--- src/snd_pkg.sv ---
package snd_pkg;
	////////////////////////////////////////////////////////////
	// Word indices; byte address is four times the index
	localparam int IDX_W = 10;
	localparam logic [9:0] IDX_RUN_THR = 10'h03F;
	localparam logic [9:0] IDX_WAKE_THR = 10'h040;
	localparam logic [9:0] IDX_LOW_THR = 10'h041;
	localparam logic [9:0] IDX_SIG_CFG = 10'h043;
	localparam logic [9:0] IDX_ND_THR = 10'h044;
	localparam logic [9:0] IDX_ND_CFG = 10'h045;
	localparam logic [9:0] IDX_STATUS = 10'h050;
	localparam logic [9:0] IDX_MASK = 10'h051;
	localparam logic [9:0] IDX_POWER = 10'h052;
	localparam logic [9:0] IDX_PEAK = 10'h053;
	////////////////////////////////////////////////////////////
	// Reset values
	localparam logic [7:0] RST_THR = 8'h00;
	localparam logic [2:0] RST_SIG_CFG = 3'h0;
	localparam logic [7:0] RST_ND_THR = 8'h00;
	localparam logic [7:0] RST_ND_CFG = 8'h07;
	localparam logic [2:0] RST_STATUS = 3'h0;
	////////////////////////////////////////////////////////////
	// Field positions
	localparam int SC_RUN_CNT = 0;
	localparam int SC_WAKE_CNT = 1;
	localparam int SC_SRC = 2;
	localparam int ND_SLEW_LSB = 0;
	localparam int ND_LVL_LSB = 2;
	localparam int ND_MODE_LSB = 4;
	localparam int ND_RANGE_LSB = 6;
	localparam int ST_SD_RISE = 0;
	localparam int ST_SD_FALL = 1;
	localparam int ST_ND_RISE = 2;
	localparam int ST_W = 3;
	////////////////////////////////////////////////////////////
	// Timing
	localparam int CLK_PERIOD_NS = 40;
	localparam int BIT_RATE_BPS = 2400;
	localparam int HALF_BIT_NS = 500000000 / BIT_RATE_BPS;
	localparam int HALF_BIT_CYCLES = (HALF_BIT_NS + CLK_PERIOD_NS - 1) / CLK_PERIOD_NS;
	////////////////////////////////////////////////////////////
	typedef enum logic [1:0] {
		SND_MODE_SQUELCH,
		SND_MODE_NOISE,
		SND_MODE_BOTH,
		SND_MODE_GATED
	} snd_mode_t;
endpackage

--- src/snd_cnt_if.sv ---
`timescale 1ns/1ps
`default_nettype none
interface snd_cnt_if;
	logic enable;
	logic above;
	logic detect;
	modport ctl (output enable, output above, input detect);
	modport cnt (input enable, input above, output detect);
endinterface
`default_nettype wire

--- src/snd_thr_counter.sv ---
`timescale 1ns/1ps
`default_nettype none
module snd_thr_counter #(
	parameter int CYCLES = snd_pkg::HALF_BIT_CYCLES,
	parameter int CNT_W = 16
) (
	input wire logic ref_clk,
	input wire logic nrst,
	snd_cnt_if.cnt cnt_bus
);
	localparam logic [CNT_W-1:0] LIM = CNT_W'(CYCLES - 1);
	logic [CNT_W-1:0] cnt_q;
	logic detect_q;

	// Any drop restarts the run
	always_ff @(posedge ref_clk) begin
		if (!nrst) begin
			cnt_q <= '0;
		end else if (!cnt_bus.above) begin
			cnt_q <= '0;
		end else if (cnt_q != LIM) begin
			cnt_q <= cnt_q + 1'b1;
		end
	end

	always_ff @(posedge ref_clk) begin
		if (!nrst) begin
			detect_q <= 1'b0;
		end else if (cnt_bus.enable) begin
			detect_q <= cnt_bus.above && (cnt_q == LIM);
		end else begin
			detect_q <= cnt_bus.above;
		end
	end

	assign cnt_bus.detect = detect_q;

	property p_cnt_restart;
		@(posedge ref_clk) disable iff (!nrst)
		!cnt_bus.above |=> cnt_q == '0;
	endproperty
	a_cnt_restart: assert property (p_cnt_restart) else $error("Count not restarted");

	property p_cnt_needs_run;
		@(posedge ref_clk) disable iff (!nrst)
		cnt_bus.enable && cnt_bus.above && cnt_q != LIM |=> !detect_q;
	endproperty
	a_cnt_needs_run: assert property (p_cnt_needs_run) else $error("Detect before half bit");
endmodule // snd_thr_counter
`default_nettype wire

--- src/snd_detector.sv ---
// Operation
// - Readout source: compared power or low-level value
// - Wakeup counter off, or half bit
// - Run counter off, or half bit
// - Writable 8-bit noise threshold, resets zero
// - Noise range scaling 2^7 down to 2^4
// - Mode 00: squelch only, reset default
// - Mode 01 noise only; 10 both
// - Mode 11: noise valid above low threshold
// - Noise level factor 1/2 to 1/8
// - Peak detector slew 1/256 to 1/32
// - Low threshold used only in mode 11
`timescale 1ns/1ps
`default_nettype none
module snd_detector #(
	parameter int HALF_BIT_CYCLES = snd_pkg::HALF_BIT_CYCLES
) (
	input wire logic ref_clk,
	input wire logic nrst,
	input wire logic wb_cyc_i,
	input wire logic wb_stb_i,
	input wire logic wb_we_i,
	input wire logic [11:0] wb_adr_i,
	input wire logic [3:0] wb_sel_i,
	input wire logic [31:0] wb_dat_i,
	output logic [31:0] wb_dat_o,
	output logic wb_ack_o,
	input wire logic sample_valid,
	input wire logic [7:0] signal_power,
	input wire logic [7:0] low_level_power,
	input wire logic [15:0] noise_level,
	input wire logic wakeup_mode,
	output logic sig_detect,
	output logic noise_detect,
	output logic rx_detect,
	output logic irq
);
	////////////////////////////////////////////////////////////
	function automatic logic [3:0] range_shift(input logic [1:0] sel);
		range_shift = 4'h7 - {2'h0, sel};
	endfunction

	function automatic logic [3:0] slew_shift(input logic [1:0] sel);
		slew_shift = 4'h8 - {2'h0, sel};
	endfunction

	function automatic logic [2:0] level_mult(input logic [1:0] sel);
		level_mult = 3'h4 - {1'b0, sel};
	endfunction

	////////////////////////////////////////////////////////////
	// Register file
	logic ack_q;
	logic [31:0] dat_q;
	logic [7:0] run_thr_q;
	logic [7:0] wake_thr_q;
	logic [7:0] low_thr_q;
	logic [2:0] sig_cfg_q;
	logic [7:0] nd_thr_q;
	logic [7:0] nd_cfg_q;
	logic [2:0] status_q;
	logic [2:0] status_d;
	logic [2:0] mask_q;
	logic [7:0] power_q;
	logic [15:0] peak_q;
	logic [9:0] idx;
	logic req;
	logic wr;
	logic [7:0] wdat;

	assign idx = wb_adr_i[11:2];
	assign req = wb_cyc_i && wb_stb_i && !ack_q;
	// Only lane 0 carries data; upper lanes are ignored
	assign wr = req && wb_we_i && wb_sel_i[0];
	assign wdat = wb_dat_i[7:0];

	always_ff @(posedge ref_clk) begin
		if (!nrst) begin
			ack_q <= 1'b0;
		end else begin
			ack_q <= req;
		end
	end

	always_ff @(posedge ref_clk) begin
		if (!nrst) begin
			run_thr_q <= snd_pkg::RST_THR;
			wake_thr_q <= snd_pkg::RST_THR;
			low_thr_q <= snd_pkg::RST_THR;
			sig_cfg_q <= snd_pkg::RST_SIG_CFG;
			nd_thr_q <= snd_pkg::RST_ND_THR;
			nd_cfg_q <= snd_pkg::RST_ND_CFG;
			mask_q <= snd_pkg::RST_STATUS;
		end else if (wr) begin
			case (idx)
				snd_pkg::IDX_RUN_THR: run_thr_q <= wdat;
				snd_pkg::IDX_WAKE_THR: wake_thr_q <= wdat;
				snd_pkg::IDX_LOW_THR: low_thr_q <= wdat;
				snd_pkg::IDX_SIG_CFG: sig_cfg_q <= wdat[2:0];
				snd_pkg::IDX_ND_THR: nd_thr_q <= wdat;
				snd_pkg::IDX_ND_CFG: nd_cfg_q <= wdat;
				snd_pkg::IDX_MASK: mask_q <= wdat[2:0];
				default: ;
			endcase
		end
	end

	// Unmapped words read zero but still acknowledge
	always_ff @(posedge ref_clk) begin
		if (!nrst) begin
			dat_q <= 32'h0000_0000;
		end else if (req) begin
			case (idx)
				snd_pkg::IDX_RUN_THR: dat_q <= {24'h00_0000, run_thr_q};
				snd_pkg::IDX_WAKE_THR: dat_q <= {24'h00_0000, wake_thr_q};
				snd_pkg::IDX_LOW_THR: dat_q <= {24'h00_0000, low_thr_q};
				snd_pkg::IDX_SIG_CFG: dat_q <= {29'h0000_0000, sig_cfg_q};
				snd_pkg::IDX_ND_THR: dat_q <= {24'h00_0000, nd_thr_q};
				snd_pkg::IDX_ND_CFG: dat_q <= {24'h00_0000, nd_cfg_q};
				snd_pkg::IDX_STATUS: dat_q <= {29'h0000_0000, status_q};
				snd_pkg::IDX_MASK: dat_q <= {29'h0000_0000, mask_q};
				snd_pkg::IDX_POWER: dat_q <= {24'h00_0000, power_q};
				snd_pkg::IDX_PEAK: dat_q <= {24'h00_0000, peak_q[15:8]};
				default: dat_q <= 32'h0000_0000;
			endcase
		end
	end

	assign wb_ack_o = ack_q;
	assign wb_dat_o = dat_q;

	////////////////////////////////////////////////////////////
	// Signal power readout
	always_ff @(posedge ref_clk) begin
		if (!nrst) begin
			power_q <= 8'h00;
		end else if (sample_valid) begin
			power_q <= sig_cfg_q[snd_pkg::SC_SRC] ? low_level_power : signal_power;
		end
	end

	////////////////////////////////////////////////////////////
	// Signal detector with threshold counter
	snd_cnt_if cnt_bus ();
	logic above_q;
	logic [7:0] sig_thr;

	assign sig_thr = wakeup_mode ? wake_thr_q : run_thr_q;
	// Each mode has its own counter enable
	assign cnt_bus.enable = wakeup_mode ? sig_cfg_q[snd_pkg::SC_WAKE_CNT] : sig_cfg_q[snd_pkg::SC_RUN_CNT];
	assign cnt_bus.above = above_q;

	always_ff @(posedge ref_clk) begin
		if (!nrst) begin
			above_q <= 1'b0;
		end else if (sample_valid) begin
			above_q <= signal_power > sig_thr;
		end
	end

	snd_thr_counter #(
		.CYCLES(HALF_BIT_CYCLES),
		.CNT_W(32)
	) i_snd_thr_counter (
		.ref_clk(ref_clk),
		.nrst(nrst),
		.cnt_bus(cnt_bus)
	);

	assign sig_detect = cnt_bus.detect;

	////////////////////////////////////////////////////////////
	// Noise detector
	logic [1:0] rsel;
	logic [1:0] lsel;
	logic [1:0] ssel;
	snd_pkg::snd_mode_t mode;
	logic [15:0] shifted;
	logic [7:0] scaled_q;
	logic [10:0] lvl_prod;
	logic [7:0] lvl;
	logic nd_raw_q;
	logic low_ok_q;
	logic nd_valid;
	logic nd_q;

	assign rsel = nd_cfg_q[snd_pkg::ND_RANGE_LSB +: 2];
	assign lsel = nd_cfg_q[snd_pkg::ND_LVL_LSB +: 2];
	assign ssel = nd_cfg_q[snd_pkg::ND_SLEW_LSB +: 2];
	assign mode = snd_pkg::snd_mode_t'(nd_cfg_q[snd_pkg::ND_MODE_LSB +: 2]);
	assign shifted = noise_level >> range_shift(rsel);
	assign lvl_prod = 11'(peak_q[15:8] * level_mult(lsel));
	assign lvl = lvl_prod[10:3];

	// Saturate rather than wrap on a coarse range
	always_ff @(posedge ref_clk) begin
		if (!nrst) begin
			scaled_q <= 8'h00;
		end else if (sample_valid) begin
			scaled_q <= (shifted[15:8] != 8'h00) ? 8'hFF : shifted[7:0];
		end
	end

	// Instant attack, slow decay; eight fraction bits keep small steps
	always_ff @(posedge ref_clk) begin
		if (!nrst) begin
			peak_q <= 16'h0000;
		end else if (scaled_q > peak_q[15:8]) begin
			peak_q <= {scaled_q, 8'h00};
		end else begin
			peak_q <= peak_q - (peak_q >> slew_shift(ssel));
		end
	end

	always_ff @(posedge ref_clk) begin
		if (!nrst) begin
			nd_raw_q <= 1'b0;
			low_ok_q <= 1'b0;
		end else begin
			nd_raw_q <= lvl < nd_thr_q;
			low_ok_q <= low_level_power > low_thr_q;
		end
	end

	// Low threshold ignored outside the gated mode
	assign nd_valid = (mode == snd_pkg::SND_MODE_GATED) ? (nd_raw_q && low_ok_q) : nd_raw_q;

	always_ff @(posedge ref_clk) begin
		if (!nrst) begin
			nd_q <= 1'b0;
		end else begin
			nd_q <= nd_valid;
		end
	end

	assign noise_detect = nd_q;

	////////////////////////////////////////////////////////////
	// Decision
	logic rx_q;
	logic rx_d;

	always_comb begin
		case (mode)
			snd_pkg::SND_MODE_SQUELCH: rx_d = cnt_bus.detect;
			snd_pkg::SND_MODE_NOISE: rx_d = nd_valid;
			snd_pkg::SND_MODE_BOTH: rx_d = cnt_bus.detect && nd_valid;
			snd_pkg::SND_MODE_GATED: rx_d = cnt_bus.detect && nd_valid;
			default: rx_d = 1'b0;
		endcase
	end

	always_ff @(posedge ref_clk) begin
		if (!nrst) begin
			rx_q <= 1'b0;
		end else begin
			rx_q <= rx_d;
		end
	end

	assign rx_detect = rx_q;

	////////////////////////////////////////////////////////////
	// Events and interrupt; a set wins over a same-cycle clear
	logic [2:0] ev;
	logic [2:0] clr;
	logic irq_q;

	assign ev[snd_pkg::ST_SD_RISE] = rx_d && !rx_q;
	assign ev[snd_pkg::ST_SD_FALL] = !rx_d && rx_q;
	assign ev[snd_pkg::ST_ND_RISE] = nd_valid && !nd_q;
	assign clr = (wr && idx == snd_pkg::IDX_STATUS) ? wdat[2:0] : 3'h0;
	assign status_d = (status_q & ~clr) | ev;

	always_ff @(posedge ref_clk) begin
		if (!nrst) begin
			status_q <= snd_pkg::RST_STATUS;
		end else begin
			status_q <= status_d;
		end
	end

	always_ff @(posedge ref_clk) begin
		if (!nrst) begin
			irq_q <= 1'b0;
		end else begin
			irq_q <= |(status_d & mask_q);
		end
	end

	assign irq = irq_q;

	////////////////////////////////////////////////////////////
	property p_src_low;
		@(posedge ref_clk) disable iff (!nrst)
		sample_valid && sig_cfg_q[snd_pkg::SC_SRC] |=> power_q == $past(low_level_power);
	endproperty
	a_src_low: assert property (p_src_low) else $error("Readout not low level");

	property p_wake_off;
		@(posedge ref_clk) disable iff (!nrst)
		wakeup_mode && !sig_cfg_q[snd_pkg::SC_WAKE_CNT] && above_q |=> sig_detect;
	endproperty
	a_wake_off: assert property (p_wake_off) else $error("Wakeup detect delayed");

	property p_run_off;
		@(posedge ref_clk) disable iff (!nrst)
		!wakeup_mode && !sig_cfg_q[snd_pkg::SC_RUN_CNT] && above_q |=> sig_detect;
	endproperty
	a_run_off: assert property (p_run_off) else $error("Run detect delayed");

	property p_nd_thr_wr;
		@(posedge ref_clk) disable iff (!nrst)
		wr && idx == snd_pkg::IDX_ND_THR |=> nd_thr_q == $past(wdat) && wb_ack_o;
	endproperty
	a_nd_thr_wr: assert property (p_nd_thr_wr) else $error("Noise threshold write lost");

	property p_range_min;
		@(posedge ref_clk) disable iff (!nrst)
		sample_valid && rsel == 2'h3 && noise_level[15:12] == 4'h0 |=> scaled_q == $past(noise_level[11:4]);
	endproperty
	a_range_min: assert property (p_range_min) else $error("Range scaling wrong");

	property p_squelch;
		@(posedge ref_clk) disable iff (!nrst)
		mode == snd_pkg::SND_MODE_SQUELCH |=> rx_detect == $past(sig_detect);
	endproperty
	a_squelch: assert property (p_squelch) else $error("Squelch mode wrong");

	property p_both;
		@(posedge ref_clk) disable iff (!nrst)
		mode == snd_pkg::SND_MODE_BOTH |=> rx_detect == $past(sig_detect && nd_raw_q);
	endproperty
	a_both: assert property (p_both) else $error("Combined mode wrong");

	property p_gated;
		@(posedge ref_clk) disable iff (!nrst)
		mode == snd_pkg::SND_MODE_GATED && !low_ok_q |=> !noise_detect && !rx_detect;
	endproperty
	a_gated: assert property (p_gated) else $error("Gate not applied");

	property p_low_ignored;
		@(posedge ref_clk) disable iff (!nrst)
		mode != snd_pkg::SND_MODE_GATED |=> noise_detect == $past(nd_raw_q);
	endproperty
	a_low_ignored: assert property (p_low_ignored) else $error("Low threshold leaked");

	property p_irq;
		@(posedge ref_clk) disable iff (!nrst)
		(status_q & mask_q) != 3'h0 && clr == 3'h0 |=> irq;
	endproperty
	a_irq: assert property (p_irq) else $error("Interrupt missing");

	c_gated_rx: cover property (@(posedge ref_clk) disable iff (!nrst) mode == snd_pkg::SND_MODE_GATED && $rose(rx_detect));
	c_cnt_det: cover property (@(posedge ref_clk) disable iff (!nrst) cnt_bus.enable && $rose(sig_detect));
	c_irq: cover property (@(posedge ref_clk) disable iff (!nrst) $rose(irq));
endmodule // snd_detector
`default_nettype wire

--- config.mk ---
export PLATFORM = sky130hd
export DESIGN_NAME = snd_detector
export DESIGN_NICKNAME = d
export VERILOG_FILES = /design/src/snd_pkg.sv /design/src/snd_cnt_if.sv /design/src/snd_thr_counter.sv /design/src/snd_detector.sv
export SDC_FILE = /design/constraint.sdc
export NUM_CORES = 1
export LEC_CHECK = 0
export ABC_AREA = 1
export BUFFER_PORTS_ARGS = -buffer_cell sky130_fd_sc_hd__buf_4
export CAP_MARGIN = 20
export CELL_PAD_IN_SITES_DETAIL_PLACEMENT = 0
export CELL_PAD_IN_SITES_GLOBAL_PLACEMENT = 2
export CORE_AREA = 2 2 183 185
export DETAILED_ROUTE_END_ITERATION = 10
export DIE_AREA = 0 0 185 187
export PLACE_DENSITY_LB_ADDON = 0.1
export SLEW_MARGIN = 15
export SYNTH_ARGS = -nofsm -noshare
export SYNTH_HDL_FRONTEND = slang
export SYNTH_HIERARCHICAL = 1
export SYNTH_SLANG_ARGS = --single-unit
--- constraint.sdc ---
create_clock -name ref_clk -period 3.8 [get_ports ref_clk]
set_clock_uncertainty 0.15 [all_clocks]
set_input_delay 0.76 -clock ref_clk [delete_from_list [all_inputs] [get_ports ref_clk]]
set_output_delay 0.76 -clock ref_clk [all_outputs]
set_load 0.02 [all_outputs]
==> flow_metrics.tcl, run 1 <==
set metrics [dict create \
    status "finished, final reports clean" \
    htreeDepth 4 \
    root_buffer "clkbuf_16" \
    fp.dieW_um 185 \
    diodes 0 \
    finalCritPeriodShare_pct 90.75 \
    tightest_slew_ps 684.5 \
    yosys.cell_count.top_type "nand2_1" \
    ys.flop_type "dfxtp_1" \
    clock_latency_ps 440 \
    gr-total-overflow 0 \
    grt_pass1_wl_um 49040 \
    placementRows 67 \
    post_drt_wl_per_cell_um 15.91 \
    fin_setup_tns_ps 0 \
    syn_inst 1448 \
    cp-start-kind "register" \
    globalplace.congestion 0.8067 \
    num_io_pins 124 \
    cp.required_ps 4000 \
    cts_tree "yes" \
    area_growth_syn_to_layout_pct 15.01 \
    dieArea_um2 34600 \
    finalHoldViolCount 0 \
    synth-edff-count 0 \
    dr.first_iter.drc_count 467 \
    clkTransAtPathRegs_ps 70 \
    syn_avg_cell_area_um2 6.448 \
    coreArea_um2 32860 \
    power_mw 5.162 \
    hold_ws_ps 312.7 \
    routed_wirelength_um 31190 \
    dp_hpwl_um 24660 \
    initial_core_util_pct 28.41 \
    synth_seq_cells 129 \
    rsz0062_at_grt "false" \
    synthTopCellsByCount "nand2_1 (353), inv_1 (187), nor2_1 (187)" \
    final-setup-viol-count 0 \
    dr.pass1.iters 5 \
    post_cts_resize_count 0 \
    ys_warn_count 6 \
    num_vias 8862 \
    p_per_area_nw_per_um2 480.7 \
    max-vdd-ir-drop_mv 0.3166 \
    min_period_ps 3449 \
    cts.path.max_buffers 2 \
    clock-sinks 129 \
    synth-seq-area-share_pct 27.66 \
    syn_area_um2 9336 \
    crit_chain "inv_1 -> ha_4 -> nand2_1 -> inv_1 -> fa_1 -> nand3_1 -> nor2_1 -> fa_1 -> nand3_1 -> nand2_1 -> a21o_1 -> nand2_1 -> a21oi_1 -> o21ai_1 -> nand2_1 -> ha_1 -> a21oi_1 -> o21ai_0 -> nor3_1" \
    ant_nets 0 \
    cts_made_buffers 17 \
    grt_max_degree 67 \
    cp-end-kind "register" \
    drc 0 \
    leakagePower_nw 4.951 \
    timing.final.max_slew_violations 0 \
    grt_pass1_vias 8684 \
    nets 1651 \
    grt_usage_pct 18.70 \
    synth.distinct_cells 47 \
    cp_slowest_stage_delay_ps 410 \
    synth_area_leader_cell "dfxtp_1" \
    worst-path-buf-inv 2 \
    arrival_ps 3650 \
    slew_headroom_pct 54.31 \
    via_per_inst 4.519 \
    drive_gt1_share_pct 11.30 \
    slowest_stage "fa_1" \
    crit_family "adder cells" \
    post-cts-setup-buffer-count 0 \
    synth_top_area_share_pct 27.66 \
    critical_path_class "reg2reg" \
    die_h_um 187 \
    maxCapViolCount 0 \
    async_reset_ff_share_pct 0 \
    yosys-top-cells-area "dfxtp_1 (28%), nand2_1 (14%), inv_1 (7.5%), nor2_1 (7.5%), ha_1 (7.5%)" \
    port_buffers 66 \
    ctsHoldBuffers 0 \
    worstPathMaxFanout 7 \
    hold_path.class "reg2reg" \
    max_freq_mhz 290.0 \
    antenna_found_initial 0 \
    cpMostUsedCell "nand2_1" \
]
==> registers in the layout, summed over array words and instances, names as in the netlist, 3 cells and up <==
register                 flops
wb_dat_o                     8
run_thr_q                    8
nd_thr_q                     8
power_q                      8
i_snd_thr_counter/cnt_q     32
mask_q                       3
status_q                     3
nd_cfg_q                     8
low_thr_q                    8
sig_cfg_q                    3
peak_q                      16
scaled_q                     8
wake_thr_q                   8
==> final cells by class <==
cell class | count | area [um2]
multi-input combinational | 1081 | 5715
sequential | 129 | 2582
tap | 448 | 560.5
timing repair buffer | 76 | 570.5
clock inverter | 15 | 143.9
inverter | 195 | 739.5
fill | 3764 | 22120
clock buffer | 17 | 425.4
==> layer usage <==
| metal | part of all wire (%) | global-route usage, % | wire length [um] | vias up |
|---|---|---|---|---|
| met2 | 46 | 30.41 | 14410 | 100 |
| met4 | 0.75 | 3.663 | 235 | 0 |
| met3 | 2.3 | 2.531 | 717 | 15 |
| met1 | 51 | 26.41 | 15830 | 4042 |
| li1 | - | - | - | 4705 |
| met5 | 0 | 0 | 0 | - |
==> cells by family after synthesis <==
| family | count (synthesis) | share of synthesized area (%) |
|---|---|---|
| flip-flops | 129 | 27.66 |
| XOR/XNOR | 13 | 1.220 |
| other | 2 | 0.08044 |
| AND/OR/NAND/NOR | 703 | 33.52 |
| buffers and inverters | 261 | 12.18 |
| multiplexers | 2 | 0.2144 |
| adder cells (fa/ha/maj) | 64 | 9.220 |
| AO/OA/AOI/OAI | 274 | 15.91 |
==> worst register-to-register path: stages, from the launching register on <==
cell and delay (ps):
dfxtp_1 330, inv_1 90, ha_4 320, nand2_1 70, inv_1 80, fa_1 410, nand3_1 90, nor2_1 70
fa_1 400, nand3_1 100, nand2_1 80, a21o_1 170, nand2_1 70, a21oi_1 60, o21ai_1 110, nand2_1 70
ha_1 280, a21oi_1 140, o21ai_0 110, nor3_1 170
==> metrics by stage <==
stage,std cells,area [um2],setup WS (ps),util (%)
finish,1961,10740,351.5,32.68
global route,1961,10740,12.24,32.68
CTS,1961,10730,166.3,32.64
detailed placement,1929,10160,223.0,30.91
global placement,1929,10160,232.1,30.91
floorplan,1471,9423,347.5,-
==> report_power, final <==
part / switching (mW) / internal (mW)
combinational: 1.23 / 0.737
clock: 0.775 / 0.869
sequential: 0.108 / 1.44
total: 2.11 / 3.05
==> worst paths after layout <==
| check | from | endpoint | slack [ps] | cells after the start |
|---|---|---|---|---|
| max reg2reg | nd_cfg_q[3] | nd_raw_q | 350 | 19 |
| min reg2reg | sig_cfg_q[1] | sig_cfg_q[1] | 310 | 2 |
| min | sig_cfg_q[1] | sig_cfg_q[1] | 310 | 2 |
| max | nd_cfg_q[3] | nd_raw_q | 350 | 19 |
==> cells in the final DEF (no fill, tap or decap), types with 16 or more instances in the layout <==
cell | synthesis | routed
a21oi_1 | 113 | 113
buf_4 | 25 | 76
clkbuf_16 | 0 | 17
conb_1 | 2 | 25
dfxtp_1 | 129 | 129
ha_1 | 56 | 55
inv_1 | 187 | 187
nand2_1 | 353 | 353
nand3_1 | 87 | 87
nand4_1 | 16 | 16
nor2_1 | 187 | 187
nor2_4 | 16 | 16
o21ai_0 | 110 | 109
(Power assumes the default switching activity.)
==> inputs of run 2 (changes only) <==
--- a/config.mk
+++ b/config.mk
@@ -14,6 +14,7 @@
 export DETAILED_ROUTE_END_ITERATION = 10
 export DIE_AREA = 0 0 185 187
 export PLACE_DENSITY_LB_ADDON = 0.1
+export RECOVER_POWER = 25
 export SLEW_MARGIN = 15
 export SYNTH_ARGS = -nofsm -noshare
 export SYNTH_HDL_FRONTEND = slang
==> run 2 against run 1 <==
Via count hardly changed. Flip-flop and latch count unchanged. Non-clock buffer count did not move. Combinational power hardly changed. Utilization fell by 0.20 points. Hold slack hardly changed.
==> flow_metrics.tcl, run 2 (same netlist as run 1, synthesis figures left out) <==
set metrics [dict create \
    status "finished, final reports clean" \
    power_mw 5.158 \
    finalCritPeriodShare_pct 90.74 \
    layout.cells.non_filler 1961 \
    cp-end-kind "register" \
    die_h_um 187 \
    tightest_slew_ps 687.7 \
    mostFrequentLayoutCells "nand2_1 (354), nor2_1 (189), inv_1 (188), dfxtp_1 (129), a21oi_1 (113)" \
    fp.dieW_um 185 \
    placedCellCount 1929 \
    rsz0062_at_grt "false" \
    cp.required_ps 4010 \
    drive_gt1_share_pct 10.31 \
    dp_hpwl_um 24660 \
    worstPathMaxFanout 7 \
    area_growth_syn_to_layout_pct 14.31 \
    critical_path_class "reg2reg" \
    diodes 0 \
    cpMostUsedCell "nand2_1" \
    antenna_found_initial 0 \
    max-vdd-ir-drop_mv 0.3181 \
    maxCapViolCount 0 \
    routed_wirelength_um 31170 \
    grt_use_met1_pct 26.41 \
    gr-total-overflow 0 \
    cp-start-kind "register" \
    cts_tree "yes" \
    ff2ff_path_depth 19 \
    grt_use_met3_pct 2.531 \
    fin_setup_tns_ps 0 \
    root_buffer "clkbuf_16" \
    slowest_stage "fa_1" \
    num_io_pins 124 \
    clock-sinks 129 \
    clock_latency_ps 440 \
    htreeDepth 4 \
    busiest_layer "met2" \
    slew_headroom_pct 54.10 \
    final-setup-viol-count 0 \
    dieArea_um2 34600 \
    rr_endpoint "nd_raw_q" \
    top_regs "i_snd_thr_counter/cnt_q (32), peak_q (16)" \
    clkTransAtPathRegs_ps 70 \
    arrival_ps 3650 \
    use_met2_pct 30.41 \
    dr.pass1.iters 5 \
    top_register "i_snd_thr_counter/cnt_q" \
    initial_core_util_pct 28.41 \
    finalHoldViolCount 0 \
    cts_made_buffers 17 \
    timing.final.max_slew_violations 0 \
    grt_pass1_vias 8684 \
    drc 0 \
    p_per_area_nw_per_um2 483.3 \
    port_buffers 66 \
    r2r-start "nd_cfg_q[3]" \
    min_period_ps 3448 \
    grt_usage_pct 18.70 \
    nets 1651 \
    cp_slowest_stage_delay_ps 410 \
    layout.cells.most_common "nand2_1" \
    placementRows 67 \
    leakagePower_nw 4.893 \
    post_cts_resize_count 0 \
    crit_path_start "nd_cfg_q[3]" \
    num_vias 8861 \
    ant_nets 0 \
    cts.path.max_buffers 2 \
    reg2reg_setup_slack_ps 350 \
    via_per_inst 4.519 \
    ctsHoldBuffers 0 \
    post_drt_wl_per_cell_um 15.89 \
    coreArea_um2 32860 \
    grt_max_degree 67 \
    dr.first_iter.drc_count 487 \
    globalplace.congestion 0.8067 \
    max_freq_mhz 290.0 \
    post-cts-setup-buffer-count 0 \
    largest_reg_flops 32 \
    grt_pass1_wl_um 49040 \
    crit_end "nd_raw_q" \
    hold_path.class "reg2reg" \
    crit_chain "inv_1 -> ha_4 -> nand2_1 -> inv_1 -> fa_1 -> nand3_1 -> nor2_1 -> fa_1 -> nand3_1 -> nand2_1 -> a21o_1 -> nand2_1 -> a21oi_1 -> o21ai_1 -> nand2_1 -> ha_1 -> a21oi_1 -> o21ai_0 -> nor3_1" \
]
## run 2: worst min path at each step
| stage | from | endpoint | slack, ps | cells past startpoint |
|---|---|---|---|---|
| final | sig_cfg_q[1] | sig_cfg_q[1] | 310 | 2 |
| after global routing | wb_dat_o[4] | wb_dat_o[4] | 340 | 2 |
| after CTS | sig_cfg_q[1] | sig_cfg_q[1] | 320 | 2 |
| after detailed placement | sig_cfg_q[1] | sig_cfg_q[1] | 310 | 2 |
| after global placement | sig_cfg_q[1] | sig_cfg_q[1] | 300 | 2 |
| after floorplan | sig_cfg_q[1] | sig_cfg_q[1] | 290 | 2 |
## run 2: area by class of cell
type | instances | area [um2]
sequential | 129 | 2582
clock inverter | 15 | 143.9
fill | 3780 | 22190
multi-input combinational | 1081 | 5688
tap | 448 | 560.5
inverter | 195 | 739.5
clock buffer | 17 | 425.4
timing repair buffer | 76 | 533.0
## run 2: through the flow
stage / cell area (um2) / setup WS (ps) / util [%] / hold WS, ps
floorplan: 9423 / 347.5 / - / 287.1
global placement: 10160 / 232.1 / 30.91 / 303.1
detailed placement: 10160 / 223.0 / 30.91 / 307.9
CTS: 10730 / 166.3 / 32.64 / 318.7
global route: 10670 / 12.24 / 32.48 / 342.1
finish: 10670 / 351.9 / 32.48 / 312.3
## run 2: per-layer routing
| metal | vias up | wire [um] |
|---|---|---|
| li1 | 4705 | - |
| met3 | 17 | 850 |
| met4 | 0 | 259 |
| met1 | 4029 | 15740 |
| met5 | - | 0 |
| met2 | 110 | 14320 |
## run 2: critical path: cells and delay by family, from the launching register on
family / cells / cell delay [ps]
adders and majority gates: 4 / 1410
and+or+nand+nor: 8 / 720
AOI/OAI and AO/OA: 5 / 590
DFF: 1 / 330
buffers and inverters: 2 / 170
## run 2: power by group
group	total [mW]	internal, mW	switching, mW	leakage, nW
Combinational	1.97	0.735	1.23	3.57
Sequential	1.55	1.44	0.108	1.05
Clock	1.64	0.868	0.773	0.274
Total	5.16	3.05	2.11	4.89
==> inputs of run 3 (changes only) <==
--- a/config.mk
+++ b/config.mk
@@ -13,6 +13,7 @@
 export CORE_AREA = 2 2 183 185
 export DETAILED_ROUTE_END_ITERATION = 10
 export DIE_AREA = 0 0 185 187
+export GPL_TIMING_DRIVEN = 0
 export PLACE_DENSITY_LB_ADDON = 0.1
 export RECOVER_POWER = 25
 export SLEW_MARGIN = 15
==> run 3 against run 2 <==
Total power rose by 6.8%. Flip-flop and latch count unchanged. Die area is the same. Critical path depth rose by 3. Sequential power is essentially flat. Final area is 4.0% higher. Global-route usage grew 0.65 points. Clock power is 18% higher. Register-to-register slack got worse by 90 ps. Critical endpoint unchanged. Worst setup slack lost 92 ps. Non-clock buffer count grew 55. Clock-buffer cell count is 1 higher.
==> flow_metrics.tcl, run 3 (same netlist as run 1, synthesis figures left out) <==
set metrics [dict create \
    routed_wirelength_um 32340 \
    grt_pass1_wl_um 50290 \
    grt_pass1_vias 8757 \
    final-setup-viol-count 0 \
    power_mw 5.510 \
    hold_depth 2 \
    finalCritPeriodShare_pct 93.17 \
    slowest_stage "fa_1" \
    cp-start-kind "register" \
    grt_max_degree 17 \
    mostFrequentLayoutCells "nand2_1 (353), nor2_1 (192), inv_1 (187), dfxtp_1 (128), a21oi_1 (112)" \
    ff2ff_path_depth 22 \
    max_freq_mhz 282.5 \
    coreArea_um2 32860 \
    max-vdd-ir-drop_mv 0.3334 \
    dieArea_um2 34600 \
    grt_usage_pct 19.36 \
    cp_slowest_stage_delay_ps 420 \
    layout.cells.non_filler 2015 \
    die_h_um 187 \
    cts_tree "yes" \
    dp_hpwl_um 26010 \
    diodes 0 \
    placementRows 67 \
    num_io_pins 124 \
    area_growth_syn_to_layout_pct 18.90 \
    status "finished, final reports clean" \
    largest_reg_flops 32 \
    crit_chain "buf_6 -> inv_1 -> ha_4 -> nand2_1 -> inv_1 -> fa_1 -> nand3_1 -> nor2_1 -> fa_2 -> nand3_1 -> nand2_1 -> a21o_1 -> nand2_1 -> a21oi_1 -> o21ai_0 -> nand2_1 -> ha_4 -> nand2_1 -> inv_1 -> nand3_1 -> a21oi_2 -> nor3_1" \
    globalplace.congestion 0.8352 \
    critical_path_class "reg2reg" \
    drive_gt1_share_pct 12.19 \
    maxCapViolCount 0 \
    placedCellCount 1983 \
    fp.dieW_um 185 \
    dr.pass1.iters 5 \
    clkTransAtPathRegs_ps 70 \
    cts.path.max_buffers 2 \
    hold_path.class "reg2reg" \
    finalWorstSetupSlack_ps 259.6 \
    worstPathMaxFanout 5 \
    r2r-start "nd_cfg_q[2]" \
    clock_latency_ps 440 \
    leakagePower_nw 5.089 \
    worstHoldEndpoint "wb_dat_o[4]" \
    dr.first_iter.drc_count 514 \
    gr-total-overflow 0 \
    p_per_area_nw_per_um2 496.4 \
    antenna_found_initial 0 \
    timing.final.max_slew_violations 0 \
    top_register "i_snd_thr_counter/cnt_q" \
    top_regs "i_snd_thr_counter/cnt_q (32), peak_q (16)" \
    min_period_ps 3540 \
    cp.required_ps 3940 \
    clock-sinks 129 \
    htreeDepth 4 \
    nets 1706 \
    drc 0 \
    nFillCells 3767 \
    rr_endpoint "nd_raw_q" \
    reg2reg_setup_slack_ps 260 \
    finalHoldViolCount 0 \
    hold_start "wb_dat_o[4]" \
    ctsHoldBuffers 0 \
    ant_nets 0 \
    num_vias 9107 \
    port_buffers 64 \
    arrival_ps 3680 \
    cp-end-kind "register" \
    initial_core_util_pct 28.41 \
    cpMostUsedCell "nand2_1" \
    slew_headroom_pct 25.66 \
    place_ws_ps -80.57 \
    via_per_inst 4.520 \
    cts_made_buffers 17 \
    tightest_slew_ps 1111 \
    root_buffer "clkbuf_16" \
    layout.cells.most_common "nand2_1" \
    post_drt_wl_per_cell_um 16.05 \
]
==> run 3: cell count changes in the layout (fill, tap and decap cells not counted), sizes merged <==
cell and delta:
inv -8, clkbuf +23, clkinvlp -2, clkinv +2, buf +33, bufinv +6
==> run 3: metrics by stage <==
| stage | setup TNS, ps | util (%) | hold slack [ps] | cell area [um2] |
|---|---|---|---|---|
| 2_1_floorplan | 0 | - | 287.1 | 9423 |
| 3_3_place_gp | -81.86 | 31.84 | 309.0 | 10460 |
| 3_5_place_dp | -80.57 | 31.84 | 308.6 | 10460 |
| 4_1_cts | 0 | 33.92 | 322.7 | 11150 |
| 5_1_grt | -6.272 | 33.78 | 336.6 | 11100 |
| 6_report | 0 | 33.78 | 318.4 | 11100 |
==> run 3: timing repair <==
item                                    in CTS  in global routing
setup buffers                                0                  2
resized for setup                            4                 16
pin swaps                                    0                  3
endpoints found under the setup margin       3                 12
==> run 3: area by class of cell <==
cell class / instances / area (um2) / area share [%]
multi-input cells: 1081 / 5685 / 51.22
flip-flops and latches: 129 / 2584 / 23.28
inverters: 195 / 739.5 / 6.661
well taps: 448 / 560.5 / 5.050
repair buffers: 66 / 454.2 / 4.092
clock buffers: 18 / 439.2 / 3.956
plain buffers: 65 / 404.1 / 3.641
clock inverters: 13 / 234.0 / 2.108
==> run 3: layer usage <==
metal / up-vias / global-route usage (%) / routed length (um)
met1: 4138 / 26.95 / 16090
met2: 121 / 31.49 / 14890
li1: 4827 / - / -
met4: 0 / 5.006 / 383
met3: 21 / 2.434 / 986
met5: - / 0 / 0
==> run 3: critical path, delay by kind of cell (launching register included) <==
| kind | cells | cell delay [ps] |
|---|---|---|
| flops | 1 | 320 |
| fa+ha+maj | 4 | 1340 |
| simple gates | 10 | 770 |
| compound gates | 4 | 480 |
| buf+inv | 4 | 310 |
==> run 3: power breakdown <==
part | leakage (nW) | internal (mW) | switching (mW)
registers | 1.05 | 1.44 | 0.106
clock network | 0.330 | 1.25 | 0.693
logic | 3.71 | 0.751 | 1.27
==> run 3: worst max-delay path by stage <==
stage                     slack [ps]   startpoint        to  cells past startpoint
after global placement           -70  nd_cfg_q[2]  nd_raw_q                     21
after floorplan                  350  nd_cfg_q[2]  nd_raw_q                     21
after global routing              -6  nd_cfg_q[2]  nd_raw_q                     22
after detailed placement         -80  nd_cfg_q[2]  nd_raw_q                     22
after CTS                         40  nd_cfg_q[2]  nd_raw_q                     22
final                            260  nd_cfg_q[2]  nd_raw_q                     22
